[src/hdl/flash_map_pkg.sv]
// flash map package: address windows, page codes, config field, protection fields
// assumes a 16-bit logical address bus and a 6-bit page select value
package flash_map_pkg;
	localparam logic [15:0] WIN_LOW_BASE = 16'h4000;
	localparam logic [15:0] WIN_MID_BASE = 16'h8000;
	localparam logic [15:0] WIN_HIGH_BASE = 16'hC000;
	localparam logic [5:0] PAGE_MIN = 6'h38;
	localparam logic [5:0] PAGE_MAX = 6'h3F;
	localparam logic [5:0] PAGE_LOW_FIXED = 6'h3E;
	localparam logic [5:0] PAGE_HIGH_FIXED = 6'h3F;
	localparam int ARRAY_AW = 17;
	localparam logic [16:0] KEY_BASE = 17'h1FF00;
	localparam logic [16:0] KEY_LAST = 17'h1FF07;
	localparam logic [16:0] PROT_BYTE_ADDR = 17'h1FF0D;
	localparam logic [16:0] SEC_BYTE_ADDR = 17'h1FF0F;
	localparam logic [16:0] RSVD_A_FIRST = 17'h1FF08;
	localparam logic [16:0] RSVD_A_LAST = 17'h1FF0C;
	localparam logic [16:0] RSVD_B_ADDR = 17'h1FF0E;
	// lower area starts at array offset of page 0x3E
	localparam logic [16:0] LOW_AREA_BASE = 17'h18000;
	localparam logic [16:0] ARRAY_END = 17'h1FFFF;
	// protection byte fields
	localparam int PROT_OPEN_BIT = 7;
	localparam int PROT_HDIS_BIT = 5;
	localparam int PROT_HS_LSB = 3;
	localparam int PROT_LDIS_BIT = 2;
	localparam int PROT_LS_LSB = 0;
	localparam logic [7:0] PROT_RESET = 8'hFF;
	localparam logic [7:0] SEC_RESET = 8'hFF;
	localparam int LOAD_BYTES = 2;

	typedef struct packed {
		logic valid;
		logic [16:0] array_addr;
		logic prot_hit;
		logic in_low_area;
		logic in_high_area;
		logic in_key;
		logic in_prot_byte;
		logic in_sec_byte;
		logic in_reserved;
	} decode_s;

	typedef enum logic [1:0] {ST_RESET, ST_LOAD_PROT, ST_LOAD_SEC, ST_RUN} load_e;
endpackage

[src/hdl/flash_prot_check.sv]
// protection area check on an array-relative address
// assumes the protection byte is stable while checked
`timescale 1ns/1ps
module flash_prot_check
(
	// address and settings
	input wire logic [16:0] array_addr_i,
	input wire logic [7:0] prot_i,
	// results
	output logic low_o,
	output logic high_o,
	output logic hit_o
);
	logic [16:0] low_top;
	logic [16:0] high_bot;
	logic open_all;
	always_comb
	begin
		// lower area 1K, 2K, 4K, 8K from base
		case (prot_i[flash_map_pkg::PROT_LS_LSB +: 2])
			2'h0: low_top = flash_map_pkg::LOW_AREA_BASE + 17'h003FF;
			2'h1: low_top = flash_map_pkg::LOW_AREA_BASE + 17'h007FF;
			2'h2: low_top = flash_map_pkg::LOW_AREA_BASE + 17'h00FFF;
			default: low_top = flash_map_pkg::LOW_AREA_BASE + 17'h01FFF;
		endcase
		// higher area 2K, 4K, 8K, 16K down from end
		case (prot_i[flash_map_pkg::PROT_HS_LSB +: 2])
			2'h0: high_bot = flash_map_pkg::ARRAY_END - 17'h007FF;
			2'h1: high_bot = flash_map_pkg::ARRAY_END - 17'h00FFF;
			2'h2: high_bot = flash_map_pkg::ARRAY_END - 17'h01FFF;
			default: high_bot = flash_map_pkg::ARRAY_END - 17'h03FFF;
		endcase
		low_o = !prot_i[flash_map_pkg::PROT_LDIS_BIT] && array_addr_i >= flash_map_pkg::LOW_AREA_BASE
			&& array_addr_i <= low_top;
		high_o = !prot_i[flash_map_pkg::PROT_HDIS_BIT] && array_addr_i >= high_bot;
		// open bit clear protects everything outside areas too; whole-array protection
		open_all = !prot_i[flash_map_pkg::PROT_OPEN_BIT];
		hit_o = open_all || low_o || high_o;
	end
endmodule

[src/hdl/flash_map_decode.sv]
// flash map and protection decode for a 128 Kbyte array
// assumes the core supplies the logical address and page select on the same clock
// Operation
// - no off-chip pins; on-chip bus only
// - decode 0x4000-0xFFFF as three windows
// - middle window uses page select value
// - pages 0x38-0x3F map successive slices
// - fixed windows alias pages 0x3E, 0x3F
// - whole-array protection blocks program, erase
// - lower area from base, four sizes
// - higher area down from end, four sizes
// - key held at 0xFF00-0xFF07
// - protect byte 0xFF0D, security 0xFF0F
// - load protection, security at reset, hold core
`timescale 1ns/1ps
module flash_map_decode
(
	// clock and reset
	input wire logic ref_clk_i,
	input wire logic rstn_i,
	// core access, same clock
	input wire logic req_i,
	input wire logic [15:0] addr_i,
	input wire logic [5:0] page_select_register_i,
	// array read port for configuration load
	output logic cfg_rd_o,
	output logic [16:0] cfg_addr_o,
	input wire logic [7:0] cfg_data_i,
	// results
	output logic hold_core_o,
	output flash_map_pkg::decode_s dec_o,
	output logic [7:0] array_protection_register_o,
	output logic [7:0] array_security_register_o
);
	// ****************************************
	// state
	// ****************************************
	typedef struct packed {
		flash_map_pkg::load_e st;
		logic [7:0] prot;
		logic [7:0] sec;
		logic rd;
		logic [16:0] rd_addr;
		logic hold;
		flash_map_pkg::decode_s dec;
	} state_s;

	state_s q;
	state_s d;
	flash_map_pkg::decode_s cur;
	logic [16:0] taddr;
	logic win_ok;
	logic p_low;
	logic p_high;
	logic p_hit;

	// ****************************************
	// translation
	// ****************************************
	always_comb
	begin
		taddr = '0;
		win_ok = 1'b0;
		// nothing here reaches a pin; all inputs are on-chip signals
		case (addr_i[15:14])
			2'h1:
			begin
				taddr = {flash_map_pkg::PAGE_LOW_FIXED[2:0], addr_i[13:0]};
				win_ok = 1'b1;
			end
			2'h2:
			begin
				taddr = {page_select_register_i[2:0], addr_i[13:0]};
				win_ok = page_select_register_i >= flash_map_pkg::PAGE_MIN;
			end
			2'h3:
			begin
				taddr = {flash_map_pkg::PAGE_HIGH_FIXED[2:0], addr_i[13:0]};
				win_ok = 1'b1;
			end
			default:
			begin
				taddr = '0;
				win_ok = 1'b0;
			end
		endcase
	end

	flash_prot_check u_check
	(
		.array_addr_i(taddr),
		.prot_i(q.prot),
		.low_o(p_low),
		.high_o(p_high),
		.hit_o(p_hit)
	);

	always_comb
	begin
		cur.valid = req_i && win_ok && q.st == flash_map_pkg::ST_RUN;
		cur.array_addr = taddr;
		cur.prot_hit = cur.valid && p_hit;
		cur.in_low_area = cur.valid && p_low;
		cur.in_high_area = cur.valid && p_high;
		cur.in_key = cur.valid && taddr >= flash_map_pkg::KEY_BASE && taddr <= flash_map_pkg::KEY_LAST;
		cur.in_prot_byte = cur.valid && taddr == flash_map_pkg::PROT_BYTE_ADDR;
		cur.in_sec_byte = cur.valid && taddr == flash_map_pkg::SEC_BYTE_ADDR;
		cur.in_reserved = cur.valid && ((taddr >= flash_map_pkg::RSVD_A_FIRST
			&& taddr <= flash_map_pkg::RSVD_A_LAST) || taddr == flash_map_pkg::RSVD_B_ADDR);
	end

	// ****************************************
	// reset load sequence
	// ****************************************
	always_comb
	begin
		d = q;
		d.dec = cur;
		d.rd = 1'b0;
		case (q.st)
			flash_map_pkg::ST_RESET:
			begin
				d.rd = 1'b1;
				d.rd_addr = flash_map_pkg::PROT_BYTE_ADDR;
				d.st = flash_map_pkg::ST_LOAD_PROT;
			end
			flash_map_pkg::ST_LOAD_PROT:
			begin
				d.prot = cfg_data_i;
				d.rd = 1'b1;
				d.rd_addr = flash_map_pkg::SEC_BYTE_ADDR;
				d.st = flash_map_pkg::ST_LOAD_SEC;
			end
			flash_map_pkg::ST_LOAD_SEC:
			begin
				d.sec = cfg_data_i;
				d.hold = 1'b0;
				d.st = flash_map_pkg::ST_RUN;
			end
			flash_map_pkg::ST_RUN:
			begin
				d.hold = 1'b0;
			end
			default:
			begin
				d.st = flash_map_pkg::ST_RESET;
				d.hold = 1'b1;
			end
		endcase
	end

	always_ff @(posedge ref_clk_i or negedge rstn_i)
	begin
		if (!rstn_i)
		begin
			q.st <= flash_map_pkg::ST_RESET;
			q.prot <= flash_map_pkg::PROT_RESET;
			q.sec <= flash_map_pkg::SEC_RESET;
			q.rd <= 1'b0;
			q.rd_addr <= '0;
			q.hold <= 1'b1;
			q.dec <= '0;
		end
		else
		begin
			q <= d;
		end
	end

	assign cfg_rd_o = q.rd;
	assign cfg_addr_o = q.rd_addr;
	assign hold_core_o = q.hold;
	assign dec_o = q.dec;
	assign array_protection_register_o = q.prot;
	assign array_security_register_o = q.sec;

	// ****************************************
	// checks
	// ****************************************
	hold_release_a: assert property (@(posedge ref_clk_i) disable iff (!rstn_i)
		$fell(q.hold) |-> $past(q.st) == flash_map_pkg::ST_LOAD_SEC)
		else $error("core released before config load");
	no_dec_hold_a: assert property (@(posedge ref_clk_i) disable iff (!rstn_i)
		q.hold |=> !q.dec.valid)
		else $error("decode valid while core held");
	mid_page_a: assert property (@(posedge ref_clk_i) disable iff (!rstn_i)
		cur.valid && addr_i[15:14] == 2'h2 |=> q.dec.array_addr[16:14] == $past(page_select_register_i[2:0]))
		else $error("paged window maps wrong slice");
	fixed_high_a: assert property (@(posedge ref_clk_i) disable iff (!rstn_i)
		cur.valid && addr_i[15:14] == 2'h3 |=> q.dec.array_addr == {3'h7, $past(addr_i[13:0])})
		else $error("fixed high window alias wrong");
	fixed_low_a: assert property (@(posedge ref_clk_i) disable iff (!rstn_i)
		cur.valid && addr_i[15:14] == 2'h1 |=> q.dec.array_addr[16:14] == 3'h6)
		else $error("fixed low window alias wrong");
	below_window_a: assert property (@(posedge ref_clk_i) disable iff (!rstn_i)
		req_i && addr_i < flash_map_pkg::WIN_LOW_BASE |=> !q.dec.valid)
		else $error("address below window decoded");
	bad_page_a: assert property (@(posedge ref_clk_i) disable iff (!rstn_i)
		req_i && addr_i[15:14] == 2'h2 && page_select_register_i < 6'h38 |=> !q.dec.valid)
		else $error("invalid page decoded");
	whole_prot_a: assert property (@(posedge ref_clk_i) disable iff (!rstn_i)
		cur.valid && !q.prot[7] |=> q.dec.prot_hit)
		else $error("whole array protection missed");
	key_area_a: assert property (@(posedge ref_clk_i) disable iff (!rstn_i)
		cur.valid && addr_i[15:3] == 13'h1FE0 |=> q.dec.in_key)
		else $error("key region not flagged");
	sec_byte_a: assert property (@(posedge ref_clk_i) disable iff (!rstn_i)
		cur.valid && addr_i == 16'hFF0F |=> q.dec.in_sec_byte && !q.dec.in_reserved)
		else $error("security byte not flagged");
	alias_prot_a: assert property (@(posedge ref_clk_i) disable iff (!rstn_i)
		cur.valid && addr_i[15:14] == 2'h2 && page_select_register_i == 6'h3F && q.prot[5] == 1'b0
		&& addr_i[13:11] == 3'h7 |=> q.dec.in_high_area)
		else $error("paged alias escapes higher area");
	prot_read_a: assert property (@(posedge ref_clk_i) disable iff (!rstn_i)
		q.st == flash_map_pkg::ST_LOAD_PROT |-> q.rd && q.rd_addr == flash_map_pkg::PROT_BYTE_ADDR)
		else $error("protection byte read missing");
	sec_read_a: assert property (@(posedge ref_clk_i) disable iff (!rstn_i)
		q.st == flash_map_pkg::ST_LOAD_SEC |-> q.rd && q.rd_addr == flash_map_pkg::SEC_BYTE_ADDR)
		else $error("security byte read missing");
	low_area_a: assert property (@(posedge ref_clk_i) disable iff (!rstn_i)
		cur.valid && !q.prot[flash_map_pkg::PROT_LDIS_BIT] && addr_i[15:10] == 6'h10 |=> q.dec.in_low_area)
		else $error("smallest lower area not flagged");
endmodule

[config.mk]
export PLATFORM = sky130hd
export DESIGN_NAME = flash_map_decode
export DESIGN_NICKNAME = d
export VERILOG_FILES = /design/src/hdl/flash_map_pkg.sv /design/src/hdl/flash_prot_check.sv /design/src/hdl/flash_map_decode.sv
export SDC_FILE = /design/constraint.sdc
export NUM_CORES = 1
export LEC_CHECK = 0
export BUFFER_PORTS_ARGS = -buffer_cell sky130_fd_sc_hd__buf_2
export CORE_ASPECT_RATIO = 1.5
export CORE_MARGIN = 2
export CORE_UTILIZATION = 45
export CTS_CLUSTER_DIAMETER = 120
export CTS_CLUSTER_SIZE = 14
export DETAILED_ROUTE_END_ITERATION = 10
export PLACE_DENSITY = 0.74
export RECOVER_POWER = 50
export SLEW_MARGIN = 40
export SYNTH_ARGS = -nofsm -noshare
export SYNTH_HDL_FRONTEND = slang
export SYNTH_HIERARCHICAL = 1
export SYNTH_SLANG_ARGS = --single-unit
[constraint.sdc]
create_clock -name ref_clk_i -period 2.4 [get_ports ref_clk_i]
set_clock_uncertainty 0.1 [all_clocks]
set_input_delay 0.24 -clock ref_clk_i [delete_from_list [all_inputs] [get_ports ref_clk_i]]
set_output_delay 0.24 -clock ref_clk_i [all_outputs]
set_load 0.02 [all_outputs]
==> results of run 1 <==
[flip-flops by register name (all words and copies together) (netlist names)]
register,cells
dec_o,25
array_protection_register_o,8
q,2
cfg_rd_o,1
hold_core_o,1
array_security_register_o,8
cfg_addr_o,2
[final timing paths]
kind | cells past startpoint | end
max in group asynchronous | 3 | array_protection_register_o[7]
min | 2 | dec_o[2]
min in group asynchronous | 2 | dec_o[15]
min reg2reg | 1 | cfg_addr_o[1]
max reg2reg | 7 | dec_o[6]
max | 9 | dec_o[6]
[through the flow]
| stage | total power, W | hold WS, ns | setup slack [ns] |
|---|---|---|---|
| after floorplan | 0.001047 | -0.1556 | 0.03805 |
| after detailed placement | 0.001107 | 0.1459 | 0.1463 |
| after global placement | 0.001101 | 0.1383 | 0.2141 |
| after CTS | 0.001617 | 0.05251 | 0.3019 |
| after global routing | 0.001672 | 0.05034 | 0.09928 |
| final | 0.001588 | 0.06211 | 0.2981 |
[layer usage]
layer | vias up | share of wire
met3 | 8 | 0.073
met4 | 0 | 0.020
li1 | 793 | -
met5 | - | 0
met2 | 67 | 0.55
met1 | 790 | 0.36
[synthesized netlist by cell type, drive strengths merged (2+ instances only)]
cell and count:
buf 60, dfrtp 30, dfstp 17, mux2 17, nor2b 15, ha 12
nor2 12, inv 7, nand2 6, nand4 5, a21o 4, and2 4
clkbuf 4, nor3 4, a21oi 3, nand3 3, a21boi 2, a31oi 2
nor3b 2, nor4b 2
[final cells by class]
type | count | share of cell area
clock buffer | 8 | 0.03630
timing repair buffer | 94 | 0.1665
tap | 70 | 0.03176
multi-input combinational | 115 | 0.3217
sequential | 47 | 0.4342
inverter | 7 | 0.009528
[worst max-delay path: cells and delay by family]
family                 cells  cell delay, ns
AND/OR/NAND/NOR            6            1.25
AO/OA/AOI/OAI              1            0.31
buffers and inverters      2            0.43
[cells in the final DEF (no fill, tap or decap), types with 6 or more instances in the layout]
master	instances
buf_2	64
clkbuf_1	28
clkbuf_8	7
dfrtp_1	30
dfstp_2	17
ha_1	12
inv_1	7
mux2_2	17
nand2_1	6
nor2_1	12
nor2b_1	15
[logic make-up (layout without fill, tap and decap cells)]
family | Yosys count | in the layout | synth area share
buffers and inverters | 71 | 109 | 0.1941
muxes | 18 | 18 | 0.07831
other | 1 | 4 | 0.001458
and+or+nand+nor | 61 | 61 | 0.1391
DFF | 47 | 47 | 0.4655
AOI/OAI and AO/OA | 20 | 20 | 0.06323
adders and majority gates | 12 | 12 | 0.05836
[power groups by stage]
stage	registers (W)	clock network, W	logic, W
finish	0.000852	0.000502	0.000234
global route	0.000857	0.000558	0.000257
CTS	0.000853	0.000521	0.000243
detailed placement	0.000867	0	0.000240
global placement	0.000866	0	0.000235
floorplan	0.000862	0	0.000185
[repair_timing]
item,CTS,global route
resized for setup,0,0
hold endpoints to repair,6,0
hold buffers,1,0
==> out/results.txt, run 1 <==
Final hold vios: 0
Clock sink total: 47
WP data arrival: 2.24 ns
Synth area leader: dfrtp_1
PwrDens: 575.9 nW/um^2
Starting density of the core: 0.4684
Worst setup EP type: register
Slew headroom: 0.1941
Layout area overhead: 7.198%
Worst-margin pin slew: 1.209 ns
Post-CTS Setup Repair Bufs: 0
Die footprint: 6350 sq um
Crit path from: addr_i[15]
Flop pwr share: 0.537
Post-synthesis instance total: 230
Cts bufs inserted: 5
Clock latency on the worst-skew pair: 0.29 ns
Met3 GRT Util: 0.04767
Hpwl dp: 4.083 mm
Post-synth EDFFs: 0
Worst vdd ir: 0.3789 mV
Synth Cell Area: 2572 sq um
Avg Cell Area, Syn: 11.18 sq um
Post-DRT Antenna Nets: 0
Initial antenna violation count: 0
Combinational share of power: 0.148
Largest stage delay, worst path: 0.38 ns
Core Box Area: 5492 sq um
IO Pins: 93
CP dominant cell by count: clkbuf_1
TritonCTS clock tree: built
Layout cells sized above 1: 0.4170
Initial drt markers: 35
# nets final: 315
Asr flop ratio synth: 1.000
Die Y: 96.60 um
Routed WL: 5.162 mm
Grt ovf: 0
Grt met1 use: 0.1850
Wire length per cell: 15.14 um
Critical Path Start Type: input port
Drc violations: 0
Req. time, crit path: 2.54 ns
RSZ-0062 raised after global routing: no
Via Count: 1658
Reg2reg start: array_protection_register_o[4]
Max Cap Violations: 0
Clock slew at reported path FFs: 0.08 ns
Ant. Diodes: 0
Post-route cell area: 2758 sq um
Core Rows: 33
Slowest-stage cell, CP: nor4b_1
Yosys warns: 6
Die W: 65.74 um
Final min period: 2.102 ns
# fillers: 519
DR pass1 iterations: 4
FMAX: 475.8 MHz
DR vias/cell: 4.862
Status: finished, final reports clean
Flops & latches, synth: 47
Register area: 1197 sq um
DP Area: 2689 sq um
Post-layout util: 0.5022
Final period utilization: 0.8758
Multi-input logic area: 887.1 sq um
Largest net degree at the start of global routing: 27
Top cell type's share of synthesized area: 0.2918
Inst Count DP: 332
Internal power: 0.001184 W
P_sw: 0.0004041 W
CTS max path bufs: 2
GPL Wtd Cong: 0.8615
Ys flop type: dfrtp_1
Crit-path cells: clkbuf_1 > nor2_1 > clkbuf_1 > nor2b_1 > nor4b_1 > nand4_1 > a311oi_2 > or3b_1 > and2_1
Final non-filler cell total: 341
First-pass GRT wire length: 8.197 mm
Synth cell types: 43
Post-route setup TNS: 0 ns
Crit Path Max Fanout: 8
Global route hottest layer: met2
Grt met2 use: 0.3030
Worst min path class: input port to register
Leakage: 1.270 nW
Sequential fraction of the synthesis area: 0.4655
Root Driver: clkbuf_8
Final Max Tran Viols: 0
Vias in the first global route: 1709
Tot GR Track Use: 0.1699
PortBufs: 88
Reg2Reg Setup Slack: 0.34 ns
Clock share of power: 0.316
Crit path kind: input port to register
Largest cells by area after synthesis: dfrtp_1 29%, dfstp_2 17%, buf_4 17%
Switching Fraction: 0.2545
H-tree depth: 2
Finish-stage setup viols: 0
Hold Crit Start: addr_i[1]
Note: power is estimated with default switching activity, not from simulation.
==> inputs of run 2 (changes only) <==
- CORE_UTILIZATION: 45 -> 49
- PLACE_DENSITY: 0.74 -> 0.79
==> out/results.txt, run 2 (synthesis gave the netlist of run 1 again) <==
RSZ-0062 raised after global routing: no
# nets final: 315 (unchanged)
Status: finished, final reports clean
Die footprint: 5857 sq um (-7.8%)
Wire length per cell: 14.30 um (-5.5%)
Final Max Tran Viols: 0 (unchanged)
Post-DRT Antenna Nets: 0 (unchanged)
Switching Fraction: 0.2696 (+0.01511)
H-tree depth: 2 (unchanged)
Worst setup EP type: register
Grt ovf: 0 (unchanged)
Worst-margin pin slew: 0.6785 ns (-0.5303 ns)
Flop pwr share: 0.554 (+0.017)
Cts bufs inserted: 5 (unchanged)
Commonest non-fill, non-tap cell in the layout: buf_2
Layout area overhead: 5.739%
Hold slack: 0.06160 ns (-0.0005102 ns)
GPL Wtd Cong: 0.8610 (about the same)
Ant. Diodes: 0 (unchanged)
Finish-stage setup viols: 0 (unchanged)
Most frequent cells in the layout: 59 x buf_2, 33 x clkbuf_1, 30 x dfrtp_1
CTS max path bufs: 2 (unchanged)
PwrDens: 564.8 nW/um^2 (-1.9%)
Final period utilization: 0.8656 (-0.01024)
Final hold vios: 0 (unchanged)
Final total power: 0.001536 W (-3.3%)
Internal power: 0.001122 W (-5.2%)
Critical Path Start Type: register
Clock slew at reported path FFs: 0.08 ns (about the same)
Routed WL: 4.849 mm (-6.1%)
Crit path kind: register to register
Largest register FFs: 25 (unchanged)
Die Y: 92.74 um (-4.0%)
Hpwl dp: 3.898 mm (-4.5%)
Tot GR Track Use: 0.1772 (+0.007347)
Core Rows: 32 (-3.0%)
Slew headroom: 0.5477 (+0.3536)
DR pass1 iterations: 4 (unchanged)
Clock sink total: 47 (unchanged)
Root Driver: clkbuf_8
Vias in the first global route: 1664 (-2.6%)
Post-route setup TNS: 0 ns (unchanged)
Final min period: 2.077 ns (-0.02457 ns)
FMAX: 481.4 MHz (+1.2%)
PortBufs: 88 (unchanged)
Worst vdd ir: 0.3864 mV (+2.0%)
Pre-CTS WS: 0.1369 ns (-0.009446 ns)
Worst min path class: input port to register
Final setup margin: 0.3227 ns (+0.02457 ns)
Combinational share of power: 0.148 (about the same)
Crit Path Max Fanout: 5 (-3)
Initial antenna violation count: 0 (unchanged)
IO Pins: 93 (unchanged)
Drc violations: 0 (unchanged)
Req. time, crit path: 2.53 ns (about the same)
Max Cap Violations: 0 (unchanged)
Leakage: 1.246 nW (-1.9%)
Clock latency on the worst-skew pair: 0.30 ns (about the same)
DR vias/cell: 4.870 (+0.17%)
First-pass GRT wire length: 7.948 mm (-3.0%)
Layout cells sized above 1: 0.3985 (-0.01845)
Initial drt markers: 42 (+20%)
WP data arrival: 2.21 ns (-0.03 ns)
Core Box Area: 5085 sq um (-7.4%)
Starting density of the core: 0.5059 (+0.03746)
TritonCTS clock tree: built
Die W: 63.16 um (-3.9%)
Largest net degree at the start of global routing: 33 (+22%)
Clock share of power: 0.297 (-0.019)
Via Count: 1651 (-0.42%)
P_sw: 0.0004142 W (+2.5%)
run 2: routing by layer:
metal  track usage  share of wire  vias up
li1              -              -      797
met1        0.2003           0.38      790
met2        0.3245           0.55       60
met3       0.03888          0.060        4
met4       0.06111          0.012        0
met5             0              0        -
run 2: metrics by stage:
stage / instance area (sq um) / util / instances
5_1_grt: 2720 / 0.5349 / 339
3_5_place_dp: 2674 / 0.5258 / 330
3_3_place_gp: 2674 / 0.5258 / 330
2_1_floorplan: 2584 / - / 233
4_1_cts: 2768 / 0.5443 / 339
6_report: 2720 / 0.5349 / 339
run 2: repair_timing:
| item | in CTS | in global routing |
|---|---|---|
| hold buffers | 1 | 0 |
| setup buffers | 0 | 0 |
| endpoints found under the hold margin | 30 | 0 |
| gates resized for setup | 0 | 0 |
run 2: cell type report:
class / instances / area (sq um)
Clock inverter: 2 / 11.26
Clock buffer: 6 / 72.57
Inverter: 7 / 26.28
Multi-Input combinational cell: 115 / 887.1
Timing Repair Buffer: 94 / 440.4
Sequential cell: 47 / 1197
Fill cell: 510 / 2365
Tap cell: 68 / 85.08
run 2: final timing paths:
path / start / to / slack, ns / cells past startpoint
setup / recovery: array_protection_register_o[4] / dec_o[6] / 0.32 / 7
hold / removal: addr_i[1] / dec_o[2] / 0.06 / 2
setup reg to reg: array_protection_register_o[4] / dec_o[6] / 0.32 / 7
hold reg to reg: hold_core_o / hold_core_o / 0.40 / 1
max in group asynchronous: rstn_i / array_security_register_o[1] / 1.03 / 3
min in group asynchronous: rstn_i / dec_o[16] / 0.42 / 2
run 2: power by group through the flow:
stage / clock [W] / combinational [W] / sequential (W)
floorplan: 0 / 0.000185 / 0.000862
global placement: 0 / 0.000235 / 0.000865
detailed placement: 0 / 0.000237 / 0.000866
CTS: 0.000476 / 0.000239 / 0.000852
global route: 0.000496 / 0.000252 / 0.000857
finish: 0.000457 / 0.000228 / 0.000851
run 2: worst max-delay path: stages, from the launching register on:
cell	delay, ns
dfstp_2	0.57
nor2_1	0.06
ha_1	0.27
nor4b_1	0.26
nand4_1	0.18
a311oi_2	0.33
or3b_1	0.15
and2_1	0.10
==> inputs of run 3 (changes only) <==
- CORE_MARGIN: 2 -> 1.5
- PLACE_DENSITY: 0.79 -> 0.82
==> out/results.txt, run 3 (synthesis gave the netlist of run 1 again) <==
Status: finished, final reports clean
Most frequent cells in the layout: 53 x buf_2, 39 x clkbuf_1, 30 x dfrtp_1
Core Box Area: 5085 sq um (unchanged)
Crit path kind: register to register
GPL Wtd Cong: 0.8754 (+1.7%)
Core Rows: 32 (unchanged)
Commonest non-fill, non-tap cell in the layout: buf_2
Max Cap Violations: 0 (unchanged)
Hold Crit Start: addr_i[1]
Tot GR Track Use: 0.1691 (-0.008154)
Finish-stage setup viols: 0 (unchanged)
WP data arrival: 2.17 ns (-0.04 ns)
Post-route cell area: 2724 sq um (+0.14%)
DP Area: 2674 sq um (unchanged)
H-tree depth: 2 (unchanged)
Initial drt markers: 36 (-14%)
Crit Path Max Fanout: 5 (unchanged)
Clock latency on the worst-skew pair: 0.30 ns (about the same)
Via Count: 1656 (+0.30%)
Initial antenna violation count: 0 (unchanged)
# nets final: 315 (unchanged)
Post-DRT Antenna Nets: 0 (unchanged)
Grt ovf: 0 (unchanged)
Slew headroom: 0.1725 (-0.3751)
DR vias/cell: 4.885 (+0.30%)
CTS max path bufs: 2 (unchanged)
Starting density of the core: 0.5059 (unchanged)
Critical Path Start Type: register
Cts bufs inserted: 5 (unchanged)
Leakage: 1.231 nW (-1.2%)
TritonCTS clock tree: built
RSZ-0062 raised after global routing: no
Worst setup EP type: register
Wire length on met2: 2.555 mm (-3.7%)
Vias in the first global route: 1536 (-7.7%)
Largest register FFs: 25 (unchanged)
Die Y: 91.74 um (-1.1%)
Final hold vios: 0 (unchanged)
IO Pins: 93 (unchanged)
Hpwl dp: 3.854 mm (-1.1%)
Worst min path class: input port to register
Worst-margin pin slew: 1.241 ns (+0.5627 ns)
Clock sink total: 47 (unchanged)
Reg2reg start: array_protection_register_o[4]
Drc violations: 0 (unchanged)
Post-layout util: 0.5357 (+0.0007380)
Final total power: 0.001575 W (+2.5%)
Layout cells sized above 1: 0.3764 (-0.02214)
Final non-filler cell total: 339 (unchanged)
First-pass GRT wire length: 7.431 mm (-6.5%)
Register area: 1197 sq um (unchanged)
Reg2Reg Setup Slack: 0.37 ns (+0.04 ns)
Largest net degree at the start of global routing: 26 (-21%)
Inst Count DP: 330 (unchanged)
Die W: 62.16 um (-1.6%)
Final period utilization: 0.8477 (-0.01790)
Crit path from: array_protection_register_o[4]
FMAX: 491.6 MHz (+2.1%)
Req. time, crit path: 2.53 ns (about the same)
Ant. Diodes: 0 (unchanged)
Final min period: 2.034 ns (-0.04296 ns)
Top routing layer in use: met4
Worst vdd ir: 0.3048 mV (-21%)
Wire length per cell: 14.09 um (-1.5%)
PwrDens: 578.1 nW/um^2 (+2.3%)
WL met3: 273 um (-5.9%)
# fillers: 495 (-2.9%)
Multi-input logic area: 887.1 sq um (unchanged)
Routed WL: 4.777 mm (-1.5%)
Die footprint: 5703 sq um (-2.6%)
Post-CTS Setup Repair Bufs: 0 (unchanged)
DR pass1 iterations: 4 (unchanged)
Post-route setup TNS: 0 ns (unchanged)
Final Max Tran Viols: 0 (unchanged)
Met1 wire length: 1.884 mm (+2.0%)
Layout area overhead: 5.885%
Clock slew at reported path FFs: 0.08 ns (about the same)
Root Driver: clkbuf_8
PortBufs: 88 (unchanged)
-- run 3: power breakdown --
group,switching [W],total [W],internal (W)
Sequential,0.0000147,0.000851,0.000836
Clock,0.000259,0.000497,0.000238
Combinational,0.000147,0.000226,0.0000796
-- run 3: timing repair --
action                                  CTS  global route
resized for setup                         0             0
hold buffers                              1             0
endpoints found under the setup margin    0             0
hold endpoints to repair                 23             0
-- run 3: final timing paths --
kind                               endpoint  depth (start not counted)
worst max-delay path               dec_o[6]                          7
worst min-delay path               dec_o[2]                          2
worst max register to register     dec_o[6]                          7
worst min register to register  hold_core_o                          1
max in group asynchronous       hold_core_o                          3
min in group asynchronous          dec_o[7]                          2
-- run 3: worst max-delay path: stages, from the launching register on --
cell and delay (ns):
dfstp_2 0.57, nor2_1 0.06, ha_1 0.27, nor4b_1 0.25, nand4_1 0.16, a311oi_2 0.31, or3b_1 0.14, and2_1 0.11
-- run 3: final cells by class --
class | instances | area share
clock buffer | 7 | 0.03170
clock inverter | 1 | 0.003215
inverter | 7 | 0.009646
multi-input combinational | 115 | 0.3257
sequential | 47 | 0.4396
tap | 68 | 0.03124
timing repair buffer | 94 | 0.1589
-- run 3: through the flow --
stage / hold WS, ns / setup WS, ns
5_1_grt: 0.06554 / 0.2127
3_5_place_dp: 0.1391 / 0.1099
4_1_cts: 0.04757 / 0.3301
2_1_floorplan: -0.1556 / 0.03805
3_3_place_gp: 0.1341 / 0.1606
6_report: 0.06252 / 0.3656
-- run 3: per-layer routing --
layer / vias to the layer above / global-route usage
met1: 796 / 0.1912
met3: 6 / 0.03804
li1: 796 / -
met2: 58 / 0.3089
met5: - / 0
met4: 0 / 0.06296
